File: config.mk
export PLATFORM = sky130hd
export DESIGN_NAME = gfm_top
export DESIGN_NICKNAME = d
export VERILOG_FILES = /design/src/design/gfm_pkg.sv /design/src/design/gfm_top.sv
export SDC_FILE = /design/constraint.sdc
export NUM_CORES = 1
export LEC_CHECK = 0
export BUFFER_PORTS_ARGS = -buffer_cell sky130_fd_sc_hd__buf_2
export CORE_MARGIN = 2
export CORE_UTILIZATION = 55
export CTS_BUF_LIST = sky130_fd_sc_hd__clkbuf_2
export DETAILED_ROUTE_END_ITERATION = 10
export HOLD_SLACK_MARGIN = 0.05
export PLACE_DENSITY_LB_ADDON = 0.15
export SETUP_SLACK_MARGIN = 0.2
export SLEW_MARGIN = 20
export SYNTH_ARGS = -nofsm -noshare
export SYNTH_HDL_FRONTEND = slang
export SYNTH_SLANG_ARGS = --single-unit
File: constraint.sdc
create_clock -name sys_clk -period 3.52 [get_ports sys_clk]
set_clock_uncertainty 0.05 [all_clocks]
set_input_delay 0.704 -clock sys_clk [delete_from_list [all_inputs] [get_ports sys_clk]]
set_output_delay 0.704 -clock sys_clk [all_outputs]
set_load 0.01 [all_outputs]
File: src/design/gfm_pkg.sv
// Package: register map, field layout, reset values and pin function codes of the pin mux
package gfm_pkg;
  localparam logic [3:0]  ADDR_W          = 4'd4;
  localparam logic [3:0]  OFF_STATUS      = 4'h0;
  localparam logic [3:0]  OFF_MASK        = 4'h4;
  localparam logic [3:0]  OFF_SEL_A       = 4'h8;
  localparam logic [3:0]  OFF_SEL_B       = 4'hc;
  localparam logic [15:0] MASK_RST        = 16'h0000;
  localparam logic [15:0] STATUS_RST      = 16'h0000;
  localparam logic [15:0] SEL_A_RST       = 16'hc8b7;
  // Pin 7 resets to chip sync; pin 6 to link lamp A; pins 5 and 4 to fast lamps
  localparam logic [15:0] SEL_B_RST       = 16'he7a9;
  localparam int          RSV_BIT         = 11;
  localparam int          FIELD_W         = 4;
  localparam int          NUM_PINS        = 8;
  localparam logic [1:0]  RESP_OKAY       = 2'b00;
  localparam logic [1:0]  RESP_SLVERR     = 2'b10;

  typedef enum logic [3:0] {
    GFM_FN_KEEP      = 4'b0000,
    GFM_FN_PPS       = 4'b0001,
    GFM_FN_PULSE1    = 4'b0010,
    GFM_FN_PULSE2    = 4'b0011,
    GFM_FN_PULSE3    = 4'b0100,
    GFM_FN_TX_PKT    = 4'b0101,
    GFM_FN_RX_PKT    = 4'b0110,
    GFM_FN_LINK_A    = 4'b0111,
    GFM_FN_LINK_B    = 4'b1000,
    GFM_FN_FAST_A    = 4'b1001,
    GFM_FN_FAST_B    = 4'b1010,
    GFM_FN_ACT_A     = 4'b1011,
    GFM_FN_ACT_B     = 4'b1100,
    GFM_FN_IRQ       = 4'b1101,
    GFM_FN_SPECIAL   = 4'b1110,
    GFM_FN_INPUT     = 4'b1111
  } gfm_fn_t;
endpackage

File: src/design/gfm_top.sv
// Pin function mux with central interrupt mask, reached over AXI4-Lite
`timescale 1ns/10ps
// How it works
// - Mask bit set blocks source; reset unmasked
// - Source needs its own enable too
// - Bits 15:8 sync events, 11 reserved, 7:0 PHY
// - Four-bit field per pin, four per register
// - Media interface claims pins over setting
// - Lamp functions drive the pin active low
// - Writing 0000 keeps the pin's function
// - 0001-0100 select pulse-per-second and pulse units
// - 0111-1100 link, fast, activity lamps
// - 1101 interrupt, 1110 chip sync, 1111 input
// - Pin 2 packet strobes use PHY B
// - Pin 7 receive bit 3 in MII
// - Pin 6 carrier valid in RMII, 1110 carrier
// - Pins 5,4: 1110 collision B and A
// - Status sets if enabled; clears on read
module gfm_top (
  input  wire logic        sys_clk,
  input  wire logic        srst,
  input  wire logic [3:0]  s_axi_awaddr,
  input  wire logic        s_axi_awvalid,
  output logic             s_axi_awready,
  input  wire logic [31:0] s_axi_wdata,
  input  wire logic [3:0]  s_axi_wstrb,
  input  wire logic        s_axi_wvalid,
  output logic             s_axi_wready,
  output logic [1:0]       s_axi_bresp,
  output logic             s_axi_bvalid,
  input  wire logic        s_axi_bready,
  input  wire logic [3:0]  s_axi_araddr,
  input  wire logic        s_axi_arvalid,
  output logic             s_axi_arready,
  output logic [31:0]      s_axi_rdata,
  output logic [1:0]       s_axi_rresp,
  output logic             s_axi_rvalid,
  input  wire logic        s_axi_rready,
  input  wire logic [15:0] irq_event,
  input  wire logic [15:0] irq_source_enable,
  input  wire logic        rmii_mode,
  input  wire logic        pps_out,
  input  wire logic        pulse_unit_one_out,
  input  wire logic        pulse_unit_two_out,
  input  wire logic        pulse_unit_three_out,
  input  wire logic [1:0]  sync_enable,
  input  wire logic [1:0]  sync_tx_strobe,
  input  wire logic [1:0]  sync_rx_strobe,
  input  wire logic [1:0]  frame_tx_start,
  input  wire logic [1:0]  frame_rx_start,
  input  wire logic        link_lamp_a,
  input  wire logic        link_lamp_b,
  input  wire logic        fast_lamp_a,
  input  wire logic        fast_lamp_b,
  input  wire logic        activity_lamp_a,
  input  wire logic        activity_lamp_b,
  input  wire logic        chip_sync,
  input  wire logic        collision_a,
  input  wire logic        collision_b,
  input  wire logic        carrier_sense_a,
  input  wire logic        carrier_valid_a,
  input  wire logic        rx_data_bit3_a,
  input  wire logic [7:0]  pin_in,
  output logic [7:0]       pin_out,
  output logic [7:0]       pin_oe_n,
  output logic [7:0]       pin_in_seen,
  output logic             irq
);

  logic [15:0] interrupt_mask;
  logic [15:0] irq_status;
  logic [15:0] pin_function_select_a;
  logic [15:0] pin_function_select_b;
  logic [3:0]  aw_addr;
  logic        aw_held;
  logic [31:0] w_data;
  logic [3:0]  w_strb;
  logic        w_held;
  logic        wr_fire;
  logic        rd_fire;
  logic        status_read;
  logic [15:0] status_set;
  logic [7:0]  next_pin_out;
  logic [7:0]  next_pin_oe_n;
  logic        resp_wait;

  // Merge a written select word: bytes gated by strobes, code 0000 keeps the field
  function automatic logic [15:0] merge_sel(input logic [15:0] cur, input logic [31:0] wd,
                                            input logic [3:0] strb);
    logic [15:0] res;
    res = cur;
    for (int i = 0; i < 4; i++) begin
      if (strb[i / 2] && wd[i * 4 +: 4] != gfm_pkg::GFM_FN_KEEP) begin
        res[i * 4 +: 4] = wd[i * 4 +: 4];
      end
    end
    return res;
  endfunction

  // Central summary: a status bit raises the line only while its mask bit is clear
  function automatic logic irq_pending(input logic [15:0] status, input logic [15:0] mask);
    return |(status & ~mask);
  endfunction

  // The status word is read-only, so only the other three accept a write
  function automatic logic wr_mapped(input logic [3:0] addr);
    return addr == gfm_pkg::OFF_MASK || addr == gfm_pkg::OFF_SEL_A ||
           addr == gfm_pkg::OFF_SEL_B;
  endfunction

  function automatic logic rd_mapped(input logic [3:0] addr);
    return wr_mapped(addr) || addr == gfm_pkg::OFF_STATUS;
  endfunction

  // Packet strobe while time sync runs on that PHY, otherwise any frame start
  function automatic logic packet_level(input logic sync_on, input logic sync_strobe,
                                        input logic frame_start);
    return sync_on ? sync_strobe : frame_start;
  endfunction

  // Lamps sink current: the pin goes low to light the lamp
  function automatic logic lamp_level(input logic lit);
    return !lit;
  endfunction

  // Four fields per register: pins 3:0 in the first, pins 7:4 in the second
  function automatic logic [3:0] field_code(input int pin, input logic [15:0] sel_lo,
                                            input logic [15:0] sel_hi);
    logic [3:0] res;
    if (pin < 4) begin
      res = sel_lo[pin * 4 +: 4];
    end else begin
      res = sel_hi[(pin - 4) * 4 +: 4];
    end
    return res;
  endfunction

  // Code 1110 differs per pin: collisions on 4 and 5, carrier sense on 6, chip sync elsewhere
  function automatic logic special_level(input int pin, input logic col_a, input logic col_b,
                                         input logic sense_a, input logic sync_out);
    logic res;
    unique case (pin)
      4:       res = col_a;
      5:       res = col_b;
      6:       res = sense_a;
      default: res = sync_out;
    endcase
    return res;
  endfunction

  // Write channel: address and data taken independently, response after both
  always_ff @(posedge sys_clk) begin
    if (srst) begin
      aw_held <= 1'b0;
      aw_addr <= 4'h0;
    end else if (s_axi_awvalid && s_axi_awready) begin
      aw_held <= 1'b1;
      aw_addr <= s_axi_awaddr;
    end else if (wr_fire) begin
      aw_held <= 1'b0;
    end
  end

  // Data may arrive before or after its address; each is held until both are in
  always_ff @(posedge sys_clk) begin
    if (srst) begin
      w_held <= 1'b0;
      w_data <= 32'h0000_0000;
      w_strb <= 4'h0;
    end else if (s_axi_wvalid && s_axi_wready) begin
      w_held <= 1'b1;
      w_data <= s_axi_wdata;
      w_strb <= s_axi_wstrb;
    end else if (wr_fire) begin
      w_held <= 1'b0;
    end
  end

  assign wr_fire = aw_held && w_held && !s_axi_bvalid;
  // Readies stay low while a response waits, so a new write cannot pile up behind it
  assign resp_wait = s_axi_bvalid && !s_axi_bready;

  always_ff @(posedge sys_clk) begin
    if (srst) begin
      s_axi_awready <= 1'b0;
      s_axi_wready  <= 1'b0;
    end else begin
      s_axi_awready <= !aw_held && !(s_axi_awvalid && s_axi_awready) && !resp_wait;
      s_axi_wready  <= !w_held && !(s_axi_wvalid && s_axi_wready) && !resp_wait;
    end
  end

  always_ff @(posedge sys_clk) begin
    if (srst) begin
      s_axi_bvalid <= 1'b0;
    end else if (wr_fire) begin
      s_axi_bvalid <= 1'b1;
    end else if (s_axi_bready) begin
      s_axi_bvalid <= 1'b0;
    end
  end

  // Unmapped writes are dropped and answered with an error
  always_ff @(posedge sys_clk) begin
    if (srst) begin
      s_axi_bresp <= gfm_pkg::RESP_OKAY;
    end else if (wr_fire) begin
      s_axi_bresp <= wr_mapped(aw_addr) ? gfm_pkg::RESP_OKAY : gfm_pkg::RESP_SLVERR;
    end
  end

  // Reserved bit 11 reads back as zero whatever is written
  always_ff @(posedge sys_clk) begin
    if (srst) begin
      interrupt_mask <= gfm_pkg::MASK_RST;
    end else if (wr_fire && aw_addr == gfm_pkg::OFF_MASK) begin
      if (w_strb[0]) begin
        interrupt_mask[7:0] <= w_data[7:0];
      end
      if (w_strb[1]) begin
        interrupt_mask[15:8] <= w_data[15:8];
      end
      interrupt_mask[gfm_pkg::RSV_BIT] <= 1'b0;
    end
  end

  always_ff @(posedge sys_clk) begin
    if (srst) begin
      pin_function_select_a <= gfm_pkg::SEL_A_RST;
    end else if (wr_fire && aw_addr == gfm_pkg::OFF_SEL_A) begin
      pin_function_select_a <= merge_sel(pin_function_select_a, w_data, w_strb);
    end
  end

  always_ff @(posedge sys_clk) begin
    if (srst) begin
      pin_function_select_b <= gfm_pkg::SEL_B_RST;
    end else if (wr_fire && aw_addr == gfm_pkg::OFF_SEL_B) begin
      pin_function_select_b <= merge_sel(pin_function_select_b, w_data, w_strb);
    end
  end

  // Read channel: one cycle after the address is taken
  assign rd_fire = s_axi_arvalid && s_axi_arready;
  assign status_read = rd_fire && s_axi_araddr == gfm_pkg::OFF_STATUS;

  // One read in flight: the address is refused until its data has been taken
  always_ff @(posedge sys_clk) begin
    if (srst) begin
      s_axi_arready <= 1'b0;
    end else begin
      s_axi_arready <= !s_axi_rvalid && !rd_fire;
    end
  end

  always_ff @(posedge sys_clk) begin
    if (srst) begin
      s_axi_rvalid <= 1'b0;
      s_axi_rdata  <= 32'h0000_0000;
      s_axi_rresp  <= gfm_pkg::RESP_OKAY;
    end else if (rd_fire) begin
      s_axi_rvalid <= 1'b1;
      s_axi_rresp  <= rd_mapped(s_axi_araddr) ? gfm_pkg::RESP_OKAY : gfm_pkg::RESP_SLVERR;
      // A status read returns the word as it stood before this cycle's clear
      unique case (s_axi_araddr)
        gfm_pkg::OFF_STATUS: s_axi_rdata <= {16'h0000, irq_status};
        gfm_pkg::OFF_MASK:   s_axi_rdata <= {16'h0000, interrupt_mask};
        gfm_pkg::OFF_SEL_A:  s_axi_rdata <= {16'h0000, pin_function_select_a};
        gfm_pkg::OFF_SEL_B:  s_axi_rdata <= {16'h0000, pin_function_select_b};
        default:             s_axi_rdata <= 32'h0000_0000;
      endcase
    end else if (s_axi_rready) begin
      s_axi_rvalid <= 1'b0;
    end
  end

  // Reserved bit never latches; source enable gates before the summary
  assign status_set = irq_event & irq_source_enable
                      & ~(16'h0001 << gfm_pkg::RSV_BIT);

  // Set wins over a same-cycle clear-on-read so no event is lost
  always_ff @(posedge sys_clk) begin
    if (srst) begin
      irq_status <= gfm_pkg::STATUS_RST;
    end else begin
      irq_status <= (status_read ? 16'h0000 : irq_status) | status_set;
    end
  end

  // Registered so the line cannot glitch while status and mask change together
  always_ff @(posedge sys_clk) begin
    if (srst) begin
      irq <= 1'b0;
    end else begin
      irq <= irq_pending(irq_status, interrupt_mask);
    end
  end

  // Pin drive decode
  always_comb begin
    logic [3:0] code;
    logic       drv;
    logic       val;
    logic       phy;
    code = 4'h0;
    drv = 1'b0;
    val = 1'b0;
    phy = 1'b0;
    next_pin_out = 8'h00;
    next_pin_oe_n = 8'hff;
    for (int p = 0; p < gfm_pkg::NUM_PINS; p++) begin
      code = field_code(p, pin_function_select_a, pin_function_select_b);
      // Pin 2 alone takes its packet strobes from PHY B
      phy = (p == 2);
      drv = 1'b1;
      val = 1'b0;
      unique case (gfm_pkg::gfm_fn_t'(code))
        gfm_pkg::GFM_FN_PPS:     val = pps_out;
        gfm_pkg::GFM_FN_PULSE1:  val = pulse_unit_one_out;
        gfm_pkg::GFM_FN_PULSE2:  val = pulse_unit_two_out;
        gfm_pkg::GFM_FN_PULSE3:  val = pulse_unit_three_out;
        gfm_pkg::GFM_FN_TX_PKT:  val = packet_level(sync_enable[phy], sync_tx_strobe[phy],
                                                    frame_tx_start[phy]);
        gfm_pkg::GFM_FN_RX_PKT:  val = packet_level(sync_enable[phy], sync_rx_strobe[phy],
                                                    frame_rx_start[phy]);
        gfm_pkg::GFM_FN_LINK_A:  val = lamp_level(link_lamp_a);
        gfm_pkg::GFM_FN_LINK_B:  val = lamp_level(link_lamp_b);
        gfm_pkg::GFM_FN_FAST_A:  val = lamp_level(fast_lamp_a);
        gfm_pkg::GFM_FN_FAST_B:  val = lamp_level(fast_lamp_b);
        gfm_pkg::GFM_FN_ACT_A:   val = lamp_level(activity_lamp_a);
        gfm_pkg::GFM_FN_ACT_B:   val = lamp_level(activity_lamp_b);
        gfm_pkg::GFM_FN_IRQ:     val = irq_pending(irq_status, interrupt_mask);
        gfm_pkg::GFM_FN_SPECIAL: val = special_level(p, collision_a, collision_b,
                                                     carrier_sense_a, chip_sync);
        gfm_pkg::GFM_FN_INPUT:   drv = 1'b0;
        // No field can hold 0000 (reset values have none and writes skip it): leave the pin released
        default:                 drv = 1'b0;
      endcase
      // Media interface claims override the select field
      if (p == 7 && !rmii_mode) begin
        drv = 1'b1;
        val = rx_data_bit3_a;
      end
      if (p == 6 && rmii_mode) begin
        drv = 1'b1;
        val = carrier_valid_a;
      end
      next_pin_out[p] = drv ? val : 1'b0;
      next_pin_oe_n[p] = !drv;
    end
  end

  // Registered so a select write never glitches a pin
  always_ff @(posedge sys_clk) begin
    if (srst) begin
      pin_out <= 8'h00;
      pin_oe_n <= 8'hff;
    end else begin
      pin_out <= next_pin_out;
      pin_oe_n <= next_pin_oe_n;
    end
  end

  // Only released pins are reported, so a driven pin never reads back its own output
  always_ff @(posedge sys_clk) begin
    if (srst) begin
      pin_in_seen <= 8'h00;
    end else begin
      pin_in_seen <= pin_in & next_pin_oe_n;
    end
  end
endmodule

== After elaboration in Yosys (flattened, before gate mapping) ==
Cells that the tools add are included.
Operators by class
  muxes and demuxes: 35
  divide/modulo/power cells: 0
  multiply operators: 0
  shifts and indexed selects: 0
  $lt $le $gt $ge: 0
  bitwise operators: 13
  reduce and logical (&&, ||, !) cells: 83
  add/sub/neg operators: 0
  equality and inequality tests: 118
Operators by type and width (count)
  $eq A4 B4 Y1 const B: 60
  $eq A4 B3 Y1 const B: 34
  $pmux W1 S14: 8
  $reduce_or A14 Y1: 8
  $eq A4 B2 Y1 const B: 16
  $pmux W16 S4: 1
  $and A16 B16 Y16: 2
  $eq A4 B1 Y1 const B: 8
  $logic_not A1 Y1: 23
  $mux W1: 23
  $reduce_and A2 Y1: 10
  $logic_and A1 B1 Y1: 19
  $mux W16: 1
  $not A16 Y16: 1
  $or A16 B16 Y16: 1
  $reduce_bool A4 Y1: 4
  $reduce_or A16 Y1: 1
  $reduce_or A2 Y1: 8
  $and A8 B8 Y8: 1
  $not A1 Y1: 8
  $reduce_bool A2 Y1: 4
  $logic_or A1 B1 Y1: 5
  $logic_not A4 Y1: 1
  $mux W2: 2
Word-level totals
  memories: 0
  memory bits (read-only): 0
  logic and storage cells: 284
  bits in writable memories: 0
  bits in latches: 0
  register bits: 153

== Logic depth before layout (Yosys ltp) ==
Gate-level depths: netlist (run 1).
  word-level depth: 6
  depth in mapped cells: 7
  mapped depth without buffers: 6

== Worst setup path after synthesis (run 1) ==
Ideal clock, no wire load.
  path type: input to register
  start point: input s_axi_araddr[1]
  end point: register irq_status[5]
  data required time: 3342 ps
  stages on the path: 5
  data arrival time: 1653 ps
  path slack: 1689 ps
  path through: nor4_4 > nand2_1 > clkbuf_1 > a22oi_1 > nor2_1
On the way
  word-level cells in the longest chain between the ends: 4
Ends and longest elaborated chain
  from (decl): RTL line gfm_top.sv:32  | input wire logic [3:0] s_axi_araddr,
  $logic_not A4 Y1: RTL line gfm_top.sv:245  | assign status_read = rd_fire && s_axi_araddr == gfm_pkg::OFF_STATUS;
  $logic_and A1 B1 Y1: RTL line gfm_top.sv:245
  $mux W16: RTL line gfm_top.sv:286  | irq_status <= (status_read ? 16'h0000 : irq_status) | status_set;
  $or A16 B16 Y16: RTL line gfm_top.sv:286
  to (signal assigned): RTL line gfm_top.sv:284  | irq_status <= gfm_pkg::STATUS_RST;
  to (signal assigned): RTL line gfm_top.sv:286
  to (decl): RTL line gfm_top.sv:71  | logic [15:0] irq_status;
No other way between the ends.
A chain may end at the register's enable or synchronous reset.

== Worst setup path in the final report (run 1) ==
  start point: register w_held
  end point: register pin_function_select_b[1]
On the way
  word-level cells in the longest chain between the ends: 4
Ends and longest elaborated chain
  from (decl): RTL line gfm_top.sv:78  | logic w_held;
  from (signal assigned): RTL line gfm_top.sv:167  | w_held <= 1'b0;
  from (signal assigned): RTL line gfm_top.sv:171  | w_held <= 1'b1;
  from (signal assigned): RTL line gfm_top.sv:175  | w_held <= 1'b0;
  $logic_and A1 B1 Y1 (2 in a row): RTL line gfm_top.sv:179  | assign wr_fire = aw_held && w_held && !s_axi_bvalid;
  $logic_and A1 B1 Y1: RTL line gfm_top.sv:238  | end else if (wr_fire && aw_addr == gfm_pkg::OFF_SEL_B) begin
  $reduce_and A2 Y1 (no line)
  to (signal assigned): RTL line gfm_top.sv:237  | pin_function_select_b <= gfm_pkg::SEL_B_RST;
  to (signal assigned): RTL line gfm_top.sv:239  | pin_function_select_b <= merge_sel(pin_function_select_b, w_data, w_strb);
  to (decl): RTL line gfm_top.sv:73  | logic [15:0] pin_function_select_b;
No other way between the ends.

==> results.py, run 1 <==
metrics = {
    "run_status": {
        "status": "finished with violations",
        "violations": "DRC",
    },
    "detailed_routing": {
        "via_count": 6388,
        "wl_mm": 18.1,
        "drtIter0Drc": 681,
        "drc": 14,
        "drt-pass1-iter-count": 9,
        "post_drt_wl_per_cell_um": 16.9,
        "via_per_inst": 5.96,
        "drtAntennaViolNets": 0,
    },
    "clock_tree": {
        "clock-root-buffer": "clkbuf_2",
        "cts.sinks": 134,
        "cts_made_buffers": 17,
        "cts.repair_timing.setup_buffer_count": 0,
        "cts_max_level": 4,
        "hold_buffers": 0,
        "clock_path_buffers": 2,
        "cts_resized": 0,
        "cts.clk_slew.worst_paths_ns": 0.20,
        "cts_tree": "built",
        "clkLatencyLatePin_ns": 0.72,
    },
    "timing": {
        "final_max_slew_viol_count": 0,
        "setup_viol": 0,
        "final.period_utilization_pct": 60.4,
        "fmax_mhz": 471,
        "rsz0062_at_grt": "no",
        "timing.final.crit_period_ns": 2.12,
        "hold_viol": 0,
        "final.setup.tns_ns": 0,
        "tightest_slew_ns": 1.04,
        "slew_headroom_pct": 30.8,
    },
    "setup_path": {
        "start_kind": "register",
        "critPathLaunch": "w_held$_SDFFE_PP0P_",
        "worstSetupEndpointType": "register",
        "worst_ep_arrival_time_ns": 2.65,
        "crit_type": "register to register",
        "r2r_start": "w_held$_SDFFE_PP0P_",
        "reg2reg_depth": 6,
        "rrSetupSlack_ns": 1.40,
        "cp-endpoint": "pin_function_select_b[1]$_SDFFE_PP0P_",
        "cp_max_fo": 20,
        "crit_required_ns": 4.04,
        "reg2reg_to": "pin_function_select_b[1]$_SDFFE_PP0P_",
    },
    "pwr": {
        "p_int_w": 0.00200,
        "seq_power_share_pct": 58.2,
        "p_per_area_nw_per_um2": 375,
        "pwr-share-comb_pct": 10.5,
        "peakVddDrop_v": 0.000240,
        "p_leak_nw": 3.06,
        "p_sw_share_pct": 27.3,
        "switchingPower_w": 0.000753,
        "power_frac_clock_pct": 31.2,
    },
    "floorplanning": {
        "core_um2": 11500,
        "placementRows": 39,
        "initial_core_util_pct": 56.7,
        "die_w_um": 113,
        "dieArea_um2": 12800,
        "num_io_pins": 184,
        "fp.dieH_um": 113,
    },
    "synthesis": {
        "synth_edf_count": 0,
        "ys_warn_count": 0,
        "ys_ff_latch": 134,
        "ys_top_cells_by_count": "dfxtp_1, nand2_1, a21oi_1",
        "synth.area.top_cells": "dfxtp_1, a21oi_1, nand2_1, a22oi_1, nand3_1",
        "yosys_most_used_dff": "dfxtp_1",
        "syn_area_per_cell_um2": 8.08,
        "synth_top_cell_area_share_pct": 41.1,
        "netlist_instances": 808,
        "async_reset_ff_share_pct": 0,
        "synth-seq-area-share_pct": 41.1,
        "synth_area_um2": 6530,
        "ys_types": 56,
        "synth_area_leader_cell": "dfxtp_1",
        "yosys.cell_count.top_type": "dfxtp_1",
    },
    "layout": {
        "antenna_cells": 0,
        "finalNetCount": 1034,
        "syn_to_final_growth_pct": 12.7,
        "drive_gt1_share_pct": 22.3,
        "utilization_pct": 63.9,
    },
    "global_routing": {
        "grt_usage_pct": 28.4,
        "grt_pass1_wl_mm": 28.7,
        "antenna_found_initial": 0,
        "grt_max_degree": 102,
        "first_global_vias": 5703,
        "gr-total-overflow": 0,
    },
    "place": {
        "finalWeightedCongestion": 0.890,
        "dp_hpwl_mm": 12.9,
        "io_buffers": 145,
    },
    "flow_run": {
        "maxCapViolCount": 0,
    },
    "worst_hold_path": {
        "hold_path_class": "primary input to register",
        "min_path_cells": 3,
    },
}
-- worst min path at each step --
stage / from / end / slack (ns)
floorplan: interrupt_mask[14]$_SDFFE_PP0P_ / interrupt_mask[14]$_SDFFE_PP0P_ / 0.40
global placement: s_axi_rvalid$_SDFFE_PP0P_ / s_axi_arready$_SDFF_PP0_ / 0.39
detailed placement: s_axi_rvalid$_SDFFE_PP0P_ / s_axi_arready$_SDFF_PP0_ / 0.40
CTS: s_axi_wdata[4] / w_data[4]$_SDFFE_PP0P_ / 0.1
global route: s_axi_wdata[11] / w_data[11]$_SDFFE_PP0P_ / 0.10
finish: s_axi_wdata[1] / w_data[1]$_SDFFE_PP0P_ / 0.15
-- per-layer routing --
layer	global-route usage, %	share of wire, %	vias up
li1	-	-	3076
met1	37.3	42	2993
met2	47.2	48	285
met3	5.46	8.0	34
met4	9.76	2.0	0
met5	0	0	-
-- placed cells by master, fill, tap and decap left out, types with 10 or more instances in the layout --
cell type / count
clkbuf_2: 20
nand3_1: 65
a21oi_1: 105
nand2_1: 121
nor2_1: 60
mux2i_1: 15
buf_2: 145
conb_1: 18
nor2b_1: 10
a22oi_1: 46
o21ai_0: 18
nor3b_1: 10
dfxtp_1: 134
inv_1: 24
-- power by group through the flow --
stage | sequential (W) | combinational, W | clock, W
after floorplan | 0.00163 | 0.000178 | 0
final | 0.00161 | 0.000290 | 0.000861
after global placement | 0.00163 | 0.000281 | 0
after CTS | 0.00160 | 0.000289 | 0.000878
after detailed placement | 0.00164 | 0.000288 | 0
after global routing | 0.00161 | 0.000320 | 0.000937
-- final cells by class --
| type | count | area (µm²) |
|---|---|---|
| multi-input cells | 588 | 3430 |
| well taps | 143 | 179 |
| clock buffers | 20 | 100 |
| clock inverters | 11 | 110 |
| fillers | 1052 | 4160 |
| repair buffers | 151 | 771 |
| inverters | 24 | 90.1 |
| flip-flops and latches | 134 | 2680 |
-- critical path, cell delays in order (launching register included) --
cell      delay [ns]
dfxtp_1         0.45
nand3b_4        0.14
nor3_2          0.18
and3_1          0.68
nand3_1         0.29
nand2_1         0.14
a21oi_1         0.07
-- state kept, by name, summed over array words and instances (netlist names), 2 cells and up --
| signal | count |
|---|---|
| s_axi_rdata | 16 |
| irq_status | 15 |
| pin_function_select_a | 16 |
| pin_oe_n | 8 |
| w_data | 16 |
| pin_out | 8 |
| aw_addr | 4 |
| pin_function_select_b | 16 |
| w_strb | 2 |
| pin_in_seen | 8 |
| interrupt_mask | 15 |
-- cell families after synthesis --
kind of cell,Yosys count,share of synthesized area [%]
muxes,27,5.57
DFF,134,41.1
buffers and inverters,103,7.45
and+or+nand+nor,324,25.0
other,1,0.0574
AOI/OAI and AO/OA,219,20.9
-- stage by stage --
| stage | hold slack (ns) | total power, W | worst slack (ns) | instance area, µm² | cells |
|---|---|---|---|---|---|
| after floorplan | 0.399 | 0.00181 | 1.69 | 6600 | 825 |
| after global routing | 0.102 | 0.00287 | 1.18 | 7360 | 1071 |
| final | 0.154 | 0.00276 | 1.40 | 7360 | 1071 |
| after CTS | 0.0979 | 0.00277 | 1.39 | 7360 | 1071 |
| after detailed placement | 0.395 | 0.00192 | 1.06 | 7150 | 1040 |
| after global placement | 0.388 | 0.00191 | 1.10 | 7150 | 1040 |
(Power assumes the default switching activity.)
==> inputs of run 2 (changes only) <==
--- a/config.mk
+++ b/config.mk
@@ -7,7 +7,7 @@
 export LEC_CHECK = 0
 export BUFFER_PORTS_ARGS = -buffer_cell sky130_fd_sc_hd__buf_2
 export CORE_MARGIN = 2
-export CORE_UTILIZATION = 55
+export CORE_UTILIZATION = 54
 export CTS_BUF_LIST = sky130_fd_sc_hd__clkbuf_2
 export DETAILED_ROUTE_END_ITERATION = 10
 export HOLD_SLACK_MARGIN = 0.05
==> constraint.sdc (replaced) <==
create_clock -name sys_clk -period 2.1 [get_ports sys_clk]
set_clock_uncertainty 0.05 [all_clocks]
set_input_delay 0.42 -clock sys_clk [delete_from_list [all_inputs] [get_ports sys_clk]]
set_output_delay 0.42 -clock sys_clk [all_outputs]
set_load 0.01 [all_outputs]
==> run 2 against run 1 <==
  * The flow now finishes without violations
  * Largest cell class unchanged
  * First-iteration DRC count down 12%
  * Critical endpoint is now aw_addr[1]$_SDFFE_PP0P_
  * Core utilization increased by 7.4 points
  * Non-clock buffer count rose by 98
  * Clock power increased by 140%
  * Power is 97% higher
  * Wire length grew 13%
  * Final cell count increased by 9.6%
  * Highest routed layer unchanged
  * Via count is 8.2% higher
  * Cell area is 15% higher
==> results.py, run 2 (same netlist as run 1, synthesis figures left out) <==
metrics = {
    "run_status": {
        "status": "finished clean",
    },
    "pwr": {
        "switchingPower_w": 0.00135,
        "p_int_w": 0.00408,
        "p_leak_nw": 3.58,
        "peakVddDrop_v": 0.000534,
        "pwr-share-comb_pct": 12.0,
        "seq_power_share_pct": 49.6,
        "p_sw_share_pct": 24.9,
        "power_frac_clock_pct": 38.4,
        "p_per_area_nw_per_um2": 639,
    },
    "setup_path": {
        "crit_family": "buffers and inverters",
        "worstPathCellList": "dlygate4sd3_1 > clkbuf_4 > buf_12 > buf_4 > a21oi_1 > dlygate4sd3_1",
        "cp_max_fo": 60,
        "crit_required_ns": 2.68,
        "critPathLaunch": "srst",
        "cpPeakStageDelay_ns": 0.55,
        "worstSetupEndpointType": "register",
        "worst_ep_arrival_time_ns": 2.41,
        "start_kind": "primary input",
        "crit_type": "primary input to register",
        "crit_top_cell": "dlygate4sd3_1",
        "crit_path_top_delay_cell": "dlygate4sd3_1",
        "r2r_start": "s_axi_awready$_SDFF_PP0_",
        "path_buf_inv": 5,
    },
    "place": {
        "place_inst": 1059,
        "finalWeightedCongestion": 0.890,
        "io_buffers": 145,
        "dp_hpwl_mm": 13.4,
    },
    "floorplanning": {
        "num_io_pins": 184,
        "dieArea_um2": 13000,
        "core_um2": 11900,
        "initial_core_util_pct": 54.8,
        "placementRows": 40,
        "die_w_um": 114,
        "fp.dieH_um": 114,
    },
    "clock_tree": {
        "cts_made_buffers": 17,
        "cts.sinks": 134,
        "cts_tree": "built",
        "clock-root-buffer": "clkbuf_2",
        "cts.repair_timing.setup_buffer_count": 0,
        "clkLatencyLatePin_ns": 0.73,
        "cts.clk_slew.worst_paths_ns": 0.20,
        "clock_path_buffers": 2,
        "cts_max_level": 4,
    },
    "timing": {
        "tightest_slew_ns": 0.629,
        "hold_viol": 0,
        "setup_viol": 0,
        "final_max_slew_viol_count": 0,
        "whs_ns": 0.138,
        "final.setup.tns_ns": 0,
        "timing.final.crit_period_ns": 1.83,
        "fmax_mhz": 546,
        "final.period_utilization_pct": 87.3,
        "slew_headroom_pct": 58.1,
        "rsz0062_at_grt": "no",
    },
    "worst_hold_path": {
        "hold_path_class": "primary input to register",
        "hp-start": "chip_sync",
    },
    "global_routing": {
        "grt_usage_pct": 31.6,
        "gr-total-overflow": 0,
        "grt_most_used_layer": "met2",
        "met3_usage_pct": 5.95,
        "use_met2_pct": 53.3,
        "grt_pass1_wl_mm": 32.0,
        "grt_max_degree": 61,
        "first_global_vias": 6648,
        "antenna_found_initial": 0,
        "grt_use_met1_pct": 38.1,
    },
    "flow_run": {
        "maxCapViolCount": 0,
    },
    "layout": {
        "layout_commonest_cell": "buf_2",
        "stdcell_count": 1174,
        "fillers": 961,
        "finalNetCount": 1132,
        "antenna_cells": 0,
        "final_cell_mix": "buf_2, dfxtp_1, nand2_1, a21oi_1, dlygate4sd3_1",
        "syn_to_final_growth_pct": 30.1,
        "drive_gt1_share_pct": 23.2,
    },
    "detailed_routing": {
        "drtAntennaViolNets": 0,
        "drt-pass1-iter-count": 6,
        "via_count": 6910,
        "drtIter0Drc": 599,
        "post_drt_wl_per_cell_um": 17.4,
        "wl_mm": 20.5,
        "drc": 0,
        "via_per_inst": 5.89,
    },
}
## run 2: changes by cell type in the layout (fill, tap and decap cells not counted), sizes merged, moves of 2 or more
cell,previous run,this run
buf,151,165
clkinvlp,3,0
bufinv,2,7
dlygate4sd3,0,83
clkbuf,20,18
## run 2: timing repair
action	in CTS	in global routing
endpoints found under the hold margin	64	0
endpoints found under the setup margin	0	31
gates resized for setup	0	21
hold buffers	83	0
## run 2: path summary, 6_finish.rpt
kind / end / slack, ns / cells after the start
max: aw_addr[1]$_SDFFE_PP0P_ / 0.27 / 6
min: pin_out[3]$_SDFF_PP0_ / 0.14 / 5
max reg2reg: aw_addr[0]$_SDFFE_PP0P_ / 0.28 / 4
min reg2reg: s_axi_arready$_SDFF_PP0_ / 0.42 / 1
## run 2: per-layer routing
metal | up-vias | part of all wire (%)
li1 | 3277 | -
met1 | 3187 | 39
met2 | 369 | 48
met3 | 77 | 8.8
met4 | 0 | 4.1
met5 | - | 0
## run 2: metrics by stage
stage / utilization, % / cell area [µm²] / power (W) / setup slack, ns
final: 71.3 / 8500 / 0.00543 / 0.268
after global routing: 71.3 / 8500 / 0.00562 / 0.192
after CTS: 71.0 / 8450 / 0.00541 / 0.229
after detailed placement: 61.1 / 7280 / 0.00324 / 0.265
after global placement: 61.1 / 7280 / 0.00322 / 0.277
after floorplan: - / 6600 / 0.00303 / 0.465
## run 2: area by class of cell
type,instances,area [µm²],area share [%]
tap,147,184,2.16
inverter,24,90.1,1.06
clock inverter,15,256,3.02
timing repair buffer,249,1730,20.4
clock buffer,17,85.1,1.00
sequential,134,2700,31.8
multi-input combinational,588,3450,40.6
## run 2: worst reg2reg max path: cells and delay by family (launching register included)
kind | cells | cell delay (ns)
buffers and inverters | 2 | 1.12
flip-flops | 1 | 0.41
AO/OA/AOI/OAI | 1 | 0.12
AND/OR/NAND/NOR | 1 | 0.08
## run 2: power by group through the flow
| stage | Clock [W] | Combinational, W | Sequential, W |
|---|---|---|---|
| 2_1_floorplan | 0 | 0.000298 | 0.00273 |
| 3_5_place_dp | 0 | 0.000500 | 0.00274 |
| 3_3_place_gp | 0 | 0.000489 | 0.00274 |
| 6_report | 0.00208 | 0.000652 | 0.00269 |
| 5_1_grt | 0.00221 | 0.000708 | 0.00270 |
| 4_1_cts | 0.00210 | 0.000627 | 0.00269 |
